$ cat src/rtl/slcr_defs.vh
// Purpose: constants of the sensor link configuration register bank
// Assumes: 16-bit registers, 6-bit register addresses, 20 MHz mclk
// Notes: definitions only
`ifndef SLCR_DEFS_VH
`define SLCR_DEFS_VH

// ****************************************
// Register addresses
// ****************************************
`define SLCR_ADDR_GENCFG 6'h01
`define SLCR_ADDR_CHCTL 6'h02
`define SLCR_ADDR_NOP 6'h03

// ****************************************
// Reset values
// ****************************************
`define SLCR_RST_GENCFG 16'h8000
`define SLCR_RST_CHCTL 16'h0442
`define SLCR_RST_NOP 16'h0000

// ****************************************
// Writable bit masks (reserved bits clear)
// ****************************************
`define SLCR_MASK_GENCFG 16'hFFDF
`define SLCR_MASK_CHCTL 16'h077B

// ****************************************
// General configuration fields
// ****************************************
`define SLCR_GC_PAR 15
`define SLCR_GC_MUXDIS 14
`define SLCR_GC_CH2_BUF 13
`define SLCR_GC_CH2_SRC_HI 12
`define SLCR_GC_CH2_SRC_LO 11
`define SLCR_GC_CH2_METH 10
`define SLCR_GC_CH1_BUF 9
`define SLCR_GC_CH1_SRC_HI 8
`define SLCR_GC_CH1_SRC_LO 7
`define SLCR_GC_CH1_METH 6
`define SLCR_GC_CLK_HI 4
`define SLCR_GC_CLK_LO 3
`define SLCR_GC_SIDG 2
`define SLCR_GC_CRC 1
`define SLCR_GC_VSEL 0

// ****************************************
// Channel control fields
// ****************************************
`define SLCR_CC_REG_ON 10
`define SLCR_CC_CH2_TRG_HI 9
`define SLCR_CC_CH2_TRG_LO 8
`define SLCR_CC_CH2_ALLOW 6
`define SLCR_CC_CH2_ON 5
`define SLCR_CC_CH1_TRG_HI 4
`define SLCR_CC_CH1_TRG_LO 3
`define SLCR_CC_CH1_ALLOW 1
`define SLCR_CC_CH1_ON 0

// ****************************************
// Field codes
// ****************************************
`define SLCR_SRC_SOFT 2'b01
`define SLCR_SRC_AUTO 2'b10
`define SLCR_TRG_SHORT 2'b01
`define SLCR_TRG_LONG 2'b10
`define SLCR_CLK_1M 2'b01
`define SLCR_CLK_4M 2'b10

// ****************************************
// Timing
// ****************************************
`define SLCR_CLK_HZ 20000000
`define SLCR_PAR_PERIOD_US 150
// Scaled per microsecond first: the plain product overflows 32-bit integers
`define SLCR_PAR_PERIOD_CYC (`SLCR_PAR_PERIOD_US * (`SLCR_CLK_HZ / 1000000))

`endif

$ cat src/rtl/slcr_chan.v
// Purpose: decode one channel's sync settings and soft trigger
// Assumes: all inputs on mclk; fields already registered
// Notes: instantiated once for each sensor channel
`timescale 1ns/1ps
`default_nettype none
`include "slcr_defs.vh"

module slcr_chan (
	// Clock and reset
	input wire mclk,
	input wire nrst,
	// Configuration fields
	input wire buf_sets_length,
	input wire [1:0] trigger_source,
	input wire sync_method,
	input wire line_on,
	input wire pulse_allow,
	// Soft trigger write event
	input wire trig_wr,
	input wire [1:0] soft_trigger,
	// Decoded outputs
	output reg src_pin,
	output reg src_soft,
	output reg src_auto,
	output reg buf_len,
	output reg pulse_width,
	output reg sync_short,
	output reg sync_long,
	output reg sync_buf
);

	// ****************************************
	// Combinational decode
	// ****************************************
	reg next_buf_len;
	reg soft_ok;

	// Automatic mode forces buffer control of the length
	always @* begin
		next_buf_len = buf_sets_length |
			(trigger_source == `SLCR_SRC_AUTO);
		soft_ok = trig_wr & line_on & pulse_allow &
			(trigger_source == `SLCR_SRC_SOFT);
	end

	// ****************************************
	// Registered outputs
	// ****************************************
	// Soft trigger pulses last one cycle: one request per write
	always @(posedge mclk) begin
		if (!nrst) begin
			src_pin <= 1'b1;
			src_soft <= 1'b0;
			src_auto <= 1'b0;
			buf_len <= 1'b0;
			pulse_width <= 1'b0;
			sync_short <= 1'b0;
			sync_long <= 1'b0;
			sync_buf <= 1'b0;
		end else begin
			src_soft <= (trigger_source == `SLCR_SRC_SOFT);
			src_auto <= (trigger_source == `SLCR_SRC_AUTO);
			src_pin <= (trigger_source[1] == trigger_source[0]);
			buf_len <= next_buf_len;
			// Method only counts under buffer control
			pulse_width <= next_buf_len & sync_method;
			// Buffer length makes both codes equal
			sync_buf <= soft_ok & next_buf_len &
				(soft_trigger[1] ^ soft_trigger[0]);
			sync_short <= soft_ok & ~next_buf_len &
				(soft_trigger == `SLCR_TRG_SHORT);
			sync_long <= soft_ok & ~next_buf_len &
				(soft_trigger == `SLCR_TRG_LONG);
		end
	end

endmodule // slcr_chan
`default_nettype wire

$ cat src/rtl/slcr_regs.v
// Purpose: configuration and channel control register bank
// Assumes: host port decoded upstream into strobes on mclk
// Notes: reads return data one cycle after the read strobe
//
// Overview of operation
// - Access classes RO (no-op status) and RW supported.
// - Locked config accepts writes until end command.
// - Parity checked every 150 us, fault sets.
// - Bit 15 parity; reset 0x8000.
// - Bit 14 set disables address multiplexing.
// - Bit 13 buffer sets ch2 length; auto forces.
// - Bits 12:11 pick ch2 trigger source.
// - Bit 10 ch2 method, only under buffer.
// - Channel 1 mirrors using bits 9..6.
// - Bits 4:3 pick external clock rate.
// - Bit 2 enables sensor-ID use, some payloads.
// - Bit 1 picks sensor or own CRC.
// - Bit 0 picks 5.3 or 7.6 V.
// - Channel control bit 10 regulator on, reset 1.
// - Soft trigger fields: short, long or none.
// - Soft trigger ignored when off, once per write.
// - Buffer length makes short and long equal.
// - Pulse allow bits reset to one.
// - Line on bits 5 and 0, reset 0.
// - No-operation write changes nothing, returns status.
// - Host uses serial or direct control path.
`timescale 1ns/1ps
`default_nettype none
`include "slcr_defs.vh"

module slcr_regs (
	// Clock and reset
	input wire mclk,
	input wire nrst,
	// Host register port, one path chosen by the host
	input wire wr_en,
	input wire rd_en,
	input wire [5:0] addr,
	input wire [15:0] wr_data,
	input wire end_programming_command,
	input wire [15:0] global_status,
	output reg [15:0] rd_data,
	output reg rd_valid,
	output reg addr_err,
	// Lock and fault state
	output reg program_locked_config,
	output reg parity_fault,
	// General configuration outputs
	output reg address_mux_disable,
	output reg [1:0] external_clock_select,
	output reg sensor_id_flag_use,
	output reg check_bits_source,
	output reg supply_voltage_select,
	// Channel control outputs
	output reg supply_regulator_on,
	output reg ch1_line_on,
	output reg ch2_line_on,
	output reg ch1_pulse_allow,
	output reg ch2_pulse_allow,
	// Channel 1 decoded sync control
	output wire ch1_src_pin,
	output wire ch1_src_soft,
	output wire ch1_src_auto,
	output wire ch1_buf_len,
	output wire ch1_pulse_width,
	output wire ch1_sync_short,
	output wire ch1_sync_long,
	output wire ch1_sync_buf,
	// Channel 2 decoded sync control
	output wire ch2_src_pin,
	output wire ch2_src_soft,
	output wire ch2_src_auto,
	output wire ch2_buf_len,
	output wire ch2_pulse_width,
	output wire ch2_sync_short,
	output wire ch2_sync_long,
	output wire ch2_sync_buf
);

	// ****************************************
	// Register storage
	// ****************************************
	reg [15:0] general_configuration;
	reg [15:0] channel_control;
	reg trig_wr;
	reg [23:0] par_cnt;
	reg [15:0] next_rd_data;
	reg next_addr_err;
	wire wr_gc;
	wire wr_cc;

	// Locked config silently drops late writes
	assign wr_gc = wr_en & (addr == `SLCR_ADDR_GENCFG) &
		~program_locked_config;
	assign wr_cc = wr_en & (addr == `SLCR_ADDR_CHCTL);

	// ****************************************
	// Programming lock
	// ****************************************
	// Lock is sticky until reset; only the end command sets it
	always @(posedge mclk) begin
		if (!nrst) begin
			program_locked_config <= 1'b0;
		end else if (end_programming_command) begin
			program_locked_config <= 1'b1;
		end
	end

	// ****************************************
	// Register writes
	// ****************************************
	// Reserved bits masked so they always read zero
	always @(posedge mclk) begin
		if (!nrst) begin
			general_configuration <= `SLCR_RST_GENCFG;
			channel_control <= `SLCR_RST_CHCTL;
			trig_wr <= 1'b0;
		end else begin
			if (wr_gc) begin
				general_configuration <= wr_data &
					`SLCR_MASK_GENCFG;
			end
			if (wr_cc) begin
				channel_control <= wr_data &
					`SLCR_MASK_CHCTL;
			end
			// One-cycle event: triggers act once per write
			trig_wr <= wr_cc;
		end
	end

	// ****************************************
	// Periodic parity check
	// ****************************************
	// Fault is sticky; only reset clears it, as nothing else is given
	always @(posedge mclk) begin
		if (!nrst) begin
			par_cnt <= 24'h00_0000;
			parity_fault <= 1'b0;
		end else if (par_cnt == (`SLCR_PAR_PERIOD_CYC - 1)) begin
			par_cnt <= 24'h00_0000;
			// Odd parity expected over all sixteen bits
			if (~(^general_configuration)) begin
				parity_fault <= 1'b1;
			end
		end else begin
			par_cnt <= par_cnt + 24'h00_0001;
		end
	end

	// ****************************************
	// Field outputs
	// ****************************************
	// Registered copies keep outputs straight from flip-flops
	always @(posedge mclk) begin
		if (!nrst) begin
			address_mux_disable <= 1'b0;
			external_clock_select <= 2'b00;
			sensor_id_flag_use <= 1'b0;
			check_bits_source <= 1'b0;
			supply_voltage_select <= 1'b0;
			supply_regulator_on <= 1'b1;
			ch1_line_on <= 1'b0;
			ch2_line_on <= 1'b0;
			ch1_pulse_allow <= 1'b1;
			ch2_pulse_allow <= 1'b1;
		end else begin
			address_mux_disable <=
				general_configuration[`SLCR_GC_MUXDIS];
			// Codes 00 and 11 both mean no external clock
			external_clock_select <=
				general_configuration[`SLCR_GC_CLK_HI:`SLCR_GC_CLK_LO] ^
				{2{general_configuration[`SLCR_GC_CLK_HI] &
				general_configuration[`SLCR_GC_CLK_LO]}};
			sensor_id_flag_use <=
				general_configuration[`SLCR_GC_SIDG];
			check_bits_source <=
				general_configuration[`SLCR_GC_CRC];
			supply_voltage_select <=
				general_configuration[`SLCR_GC_VSEL];
			supply_regulator_on <=
				channel_control[`SLCR_CC_REG_ON];
			ch1_line_on <= channel_control[`SLCR_CC_CH1_ON];
			ch2_line_on <= channel_control[`SLCR_CC_CH2_ON];
			ch1_pulse_allow <= channel_control[`SLCR_CC_CH1_ALLOW];
			ch2_pulse_allow <= channel_control[`SLCR_CC_CH2_ALLOW];
		end
	end

	// ****************************************
	// Read path
	// ****************************************
	// No-op returns global status and stores nothing
	always @* begin
		next_rd_data = 16'h0000;
		next_addr_err = 1'b0;
		case (addr)
			`SLCR_ADDR_GENCFG: begin
				next_rd_data = general_configuration;
			end
			`SLCR_ADDR_CHCTL: begin
				next_rd_data = channel_control;
			end
			`SLCR_ADDR_NOP: begin
				next_rd_data = global_status;
			end
			default: begin
				next_addr_err = 1'b1;
			end
		endcase
	end

	// Answer on reads and no-op writes alike
	always @(posedge mclk) begin
		if (!nrst) begin
			rd_data <= 16'h0000;
			rd_valid <= 1'b0;
			addr_err <= 1'b0;
		end else begin
			rd_valid <= rd_en | (wr_en & (addr == `SLCR_ADDR_NOP));
			addr_err <= (rd_en | wr_en) & next_addr_err;
			if (rd_en | (wr_en & (addr == `SLCR_ADDR_NOP))) begin
				rd_data <= next_rd_data;
			end
		end
	end

	// ****************************************
	// Per-channel sync decode
	// ****************************************
	slcr_chan u_ch1 (
		.mclk(mclk),
		.nrst(nrst),
		.buf_sets_length(general_configuration[`SLCR_GC_CH1_BUF]),
		.trigger_source(general_configuration[`SLCR_GC_CH1_SRC_HI:
			`SLCR_GC_CH1_SRC_LO]),
		.sync_method(general_configuration[`SLCR_GC_CH1_METH]),
		.line_on(channel_control[`SLCR_CC_CH1_ON]),
		.pulse_allow(channel_control[`SLCR_CC_CH1_ALLOW]),
		.trig_wr(trig_wr),
		.soft_trigger(channel_control[`SLCR_CC_CH1_TRG_HI:
			`SLCR_CC_CH1_TRG_LO]),
		.src_pin(ch1_src_pin),
		.src_soft(ch1_src_soft),
		.src_auto(ch1_src_auto),
		.buf_len(ch1_buf_len),
		.pulse_width(ch1_pulse_width),
		.sync_short(ch1_sync_short),
		.sync_long(ch1_sync_long),
		.sync_buf(ch1_sync_buf)
	);

	slcr_chan u_ch2 (
		.mclk(mclk),
		.nrst(nrst),
		.buf_sets_length(general_configuration[`SLCR_GC_CH2_BUF]),
		.trigger_source(general_configuration[`SLCR_GC_CH2_SRC_HI:
			`SLCR_GC_CH2_SRC_LO]),
		.sync_method(general_configuration[`SLCR_GC_CH2_METH]),
		.line_on(channel_control[`SLCR_CC_CH2_ON]),
		.pulse_allow(channel_control[`SLCR_CC_CH2_ALLOW]),
		.trig_wr(trig_wr),
		.soft_trigger(channel_control[`SLCR_CC_CH2_TRG_HI:
			`SLCR_CC_CH2_TRG_LO]),
		.src_pin(ch2_src_pin),
		.src_soft(ch2_src_soft),
		.src_auto(ch2_src_auto),
		.buf_len(ch2_buf_len),
		.pulse_width(ch2_pulse_width),
		.sync_short(ch2_sync_short),
		.sync_long(ch2_sync_long),
		.sync_buf(ch2_sync_buf)
	);

endmodule // slcr_regs
`default_nettype wire

$ cat config.mk
export PLATFORM = sky130hd
export DESIGN_NAME = slcr_regs
export DESIGN_NICKNAME = d
export VERILOG_FILES = /design/src/rtl/slcr_chan.v /design/src/rtl/slcr_regs.v
export VERILOG_INCLUDE_DIRS = /design/src /design/src/rtl
export SDC_FILE = /design/constraint.sdc
export NUM_CORES = 1
export LEC_CHECK = 0
export ABC_AREA = 1
export BUFFER_PORTS_ARGS = -buffer_cell sky130_fd_sc_hd__buf_2
export CORE_MARGIN = 8
export CORE_UTILIZATION = 30
export DETAILED_ROUTE_END_ITERATION = 6
export PLACE_DENSITY = 0.55
export SLEW_MARGIN = 20
export SYNTH_ARGS = -nofsm -noshare
export SYNTH_HDL_FRONTEND = slang
export SYNTH_HIERARCHICAL = 1
export SYNTH_SLANG_ARGS = --single-unit
$ cat constraint.sdc
create_clock -name mclk -period 2.6 [get_ports mclk]
set_clock_uncertainty 0.15 [all_clocks]
set_input_delay 0.26 -clock mclk [delete_from_list [all_inputs] [get_ports mclk]]
set_output_delay 0.26 -clock mclk [all_outputs]
set_load 0.05 [all_outputs]
Yosys cells after proc, flatten, opt, wreduce, memory -nomap -nowiden. Index checks and enable logic that the tools add are counted.

Word-level logic and storage cells: 92. Input bits: 43. Output and inout bits: 47. Register bits: 96.

Bitwise operators: 36. Multiplexer cells: 2. Reductions and logical operators: 4. Equal/unequal tests: 14. Add/subtract/negate cells: 1.

Operators with widths (count): $pmux W16 S3 (1); $add A24 B1 Y24 const B (1); $and A1 B1 Y1 (24); $eq A24 B12 Y1 const B (1); $reduce_xor A16 Y1 (1); $eq A6 B2 Y1 const B (2); $eq A2 B1 Y1 const B (4); $eq A2 B2 Y1 const B (4); $eq A6 B1 Y1 const B (1); $not A1 Y1 (5); $or A1 B1 Y1 (4); $reduce_or A3 Y1 (1); $eq A1 B1 Y1 (2); $reduce_and A2 Y1 (1); $reduce_or A2 Y1 (1); $xor A1 B1 Y1 (2); $xor A2 B2 Y2 (1); $mux W1 (1).

Depth between registers and ports, before layout.
Depth in word-level cells: 5. Gate-level depth with buffers: 11. Depth with buffers taken out: 11.

Cells and area by module. The synthesis kept the hierarchy.

By module, submodules not included: slcr_regs (cells an instance 517, sequential area each 1601.5 µm², area an instance 3687.3 µm², instances 1); slcr_chan (cells an instance 41, sequential area each 160.2 µm², area an instance 322.8 µm², instances 2).

Least setup slack after synthesis. Ideal clock, no wire load.

Kind: register to register. From: register par_cnt[0]. To: register par_cnt[18]. Stages on the path, launching flop included: 12. Data arrival time: 1.329 ns. Buffers on the path: 0. Path slack: 1.006 ns. Setup time: 0.115 ns. Cells stage by stage: dfxtp_1 > ha_1 > nand2_1 > nor2_2 > nand2_1 > inv_2 > nand3_4 > inv_2 > nand2_1 > nor2_2 > xnor2_1 > nor2_1.

Word-level cells in the longest chain between the ends: 2. Elaborated cells on any way between the ends: 3.

RTL lines: start, declared (RTL line slcr_regs.v:86) `reg [23:0] par_cnt;`; start signal, assigned (RTL line slcr_regs.v:147) `par_cnt <= par_cnt + 24'h00_0001;`; branches (longest 2 deep; another with $add A24 B1 Y24).

Several ways; the timed one is not identified. A chain may end at the register's enable or synchronous reset.

Final worst setup path.
From: register par_cnt[0]. To: register par_cnt[2].

Same word-level chain as after synthesis.

==> run metrics <==
status completed; share of cells above drive strength 1 20.26%; max incr delay on CP 0.37 ns; clk buf depth 2; Synth top area share 44.35%; worst hold margin 0.01875 ns; CP Cell Sequence ha_1, nand3_1, nor4_1, nand2_1, o21ai_4, buf_4, nor3b_1; hold depth 3; Min-Delay Path Class input port to flop; CP Capture Type flop; unrepaired setup endpoints after global routing false; dominant cell type by area after synthesis dfxtp_1; uppermost layer routed met4; maximum vdd drop 0.2870 mV; Synth Flop Type dfxtp_1; Final period util 74.23%; Tmin final 1.930 ns; synthesized flop and latch total 96; n_diodes 0; setup tns final 0 ns; initial core utilization 30.27%; CTS H-tree depth 3; top cells by area in the synthesized netlist dfxtp_1, nand2_1, inv_1; crit path max fanout 15; via count 3,869; TritonRoute pass-1 iters 5; Avg Cell Area, Syn 7.234 µm²; die area 18,550 µm²; non-filler cells, final 885; library cells used by synthesis 37; setup slack, reg-to-reg 0.67 ns; Chip Height 136.2 µm; drt total wl 11.57 mm; antenna violations before repair 0; final hold vios 0; Least-Margin Pin Slew 0.4401 ns; clock-pin slew on the worst setup and hold paths 0.07 ns; dpl cell area 4951 µm²; kind of critical path flop to flop; grt total ovfl 0; # port buffers 89; Placer Congestion 0.8174; I/O pin cnt 90; Slew Limit Fails 0; post-synthesis sequential area ratio 44.35%; Worst setup SP type flop; Core Area 14,310 µm²; Post-route DRC 0; relative slew slack 70.55%; fin nets 748; met1 WL 5.648 mm; die width 136.2 µm; Slowest-stage cell, CP dfxtp_1; final setup fails 0; WL per Instance 13.08 µm; Placed Cells 863; WL met3 699 µm; 1st-iter DRT viols 178; number of core rows 44; CTS tree done; pwr dens 553.5 nW/µm²; global-route wire length before repair 19.45 mm; Post-synth ARST share 0%; setup bufs post-CTS 0; Post-Synthesis Cells 599; yosys warns 6; met2 routed wirelength 5.041 mm; Synth Net Count 651; required time worst endpoint 2.68 ns; area grow syn2layout 22.29%; detailed placement HPWL 9.018 mm; Routed Antenna Nets 0; Mapped Area 4333 µm²; Fmax achieved 0.5182 GHz; leakage 2.301 nW; number of global-route vias before repair 3,984; Clock Latency Late Sink 0.35 ns; worst r2r path cells 7; CP arrival 2.01 ns; gr usage total 13.43%; Max Cap Viol 0; Post-synth EDFFs 0; root buffer cell clkbuf_16; total clock sinks 96; Fill cells 1,605; post-route cell area 5299 µm²; vias per std cell 4.372; largest net degree at the start of global routing 29; total CTS buffers 9
==> sequential cells by signal, indices dropped and copies added (netlist names), 2 cells and up <==
signal and count:
rd_data 16, general_configuration 15, par_cnt 24, channel_control 9
external_clock_select 2
==> where the power goes <==
group	total (mW)	internal [mW]	leakage [nW]	switching, mW
sequential	1.49	1.48	0.775	0.00861
combinational	0.153	0.0541	1.39	0.0989
clock	1.29	0.667	0.132	0.623
total	2.93	2.20	2.30	0.731
==> through the flow <==
| step | utilization, % | setup slack [ns] | power [mW] |
|---|---|---|---|
| 2_1_floorplan | - | 1.006 | 1.606 |
| 3_3_place_gp | 34.59 | 0.6835 | 1.672 |
| 3_5_place_dp | 34.59 | 0.6549 | 1.672 |
| 4_1_cts | 37.02 | 0.6439 | 2.975 |
| 5_1_grt | 37.02 | 0.4512 | 3.046 |
| 6_report | 37.02 | 0.6701 | 2.933 |
==> layout make-up <==
class,instances,area (µm²),area share [%]
clock buffer,9,225.2,4.250
clock inverter,7,62.56,1.181
inverter,87,326.6,6.163
multi-input combinational,403,1997,37.69
sequential,96,1922,36.27
tap,184,230.2,4.345
timing repair buffer,99,535.5,10.11
==> per-layer routing <==
layer / GRT usage [%] / vias to the layer above
li1: - / 2072
met1: 16.73 / 1701
met2: 21.02 / 84
met3: 4.435 / 12
met4: 5.247 / 0
met5: 0 / -
==> critical path: cells and delay by family, from the launching register on <==
kind,cells,cell delay [ns]
buf+inv,1,0.29
flops,1,0.37
fa+ha+maj,1,0.20
simple gates,4,0.50
compound gates,1,0.31
==> layout by cell type (no fill, tap or decap), types with 8 or more instances in the layout <==
| cell type | synthesis | routed |
|---|---|---|
| nand3_1 | 18 | 18 |
| buf_2 | 1 | 89 |
| ha_1 | 9 | 9 |
| o211ai_1 | 8 | 8 |
| a21oi_1 | 41 | 41 |
| inv_1 | 77 | 77 |
| inv_2 | 10 | 10 |
| nor3_1 | 8 | 8 |
| nand2_1 | 179 | 179 |
| o21ai_0 | 23 | 23 |
| nor2_1 | 60 | 60 |
| clkbuf_16 | 0 | 9 |
| dfxtp_1 | 96 | 96 |
==> final timing paths <==
kind,end,start
worst max-delay path,par_cnt[2],par_cnt[0]
worst min-delay path,channel_control[0],wr_data[0]
worst max register to register,par_cnt[2],par_cnt[0]
worst min register to register,supply_voltage_select,general_configuration[0]
==> repair_timing <==
action                     in CTS  in global routing
hold buffers                    6                  0
resized for setup               0                  0
setup endpoints to repair       0                  0
hold endpoints to repair        6                  0
==> cells by family (layout without fill, tap and decap cells) <==
family                     count (synthesis)  in the layout  share of synthesized area [%]
and+or+nand+nor                          299            299                          30.23
buffers and inverters                    100            202                          9.558
DFF                                       96             96                          44.35
adders and majority gates                  9              9                          2.599
AOI/OAI and AO/OA                         86             86                          11.44
xor gates and xnor gates                   9              9                          1.819
==> cell usage after synthesis, drive strengths merged, types with 6 or more instances <==
| cell type | count |
|---|---|
| o21ai | 31 |
| inv | 87 |
| nand2 | 180 |
| a21oi | 43 |
| dfxtp | 96 |
| nor4 | 6 |
| nor2 | 67 |
| o211ai | 8 |
| nand3 | 21 |
| clkbuf | 6 |
| ha | 9 |
| buf | 7 |
| nor3 | 12 |
Note: power is estimated with default switching activity, not from simulation.
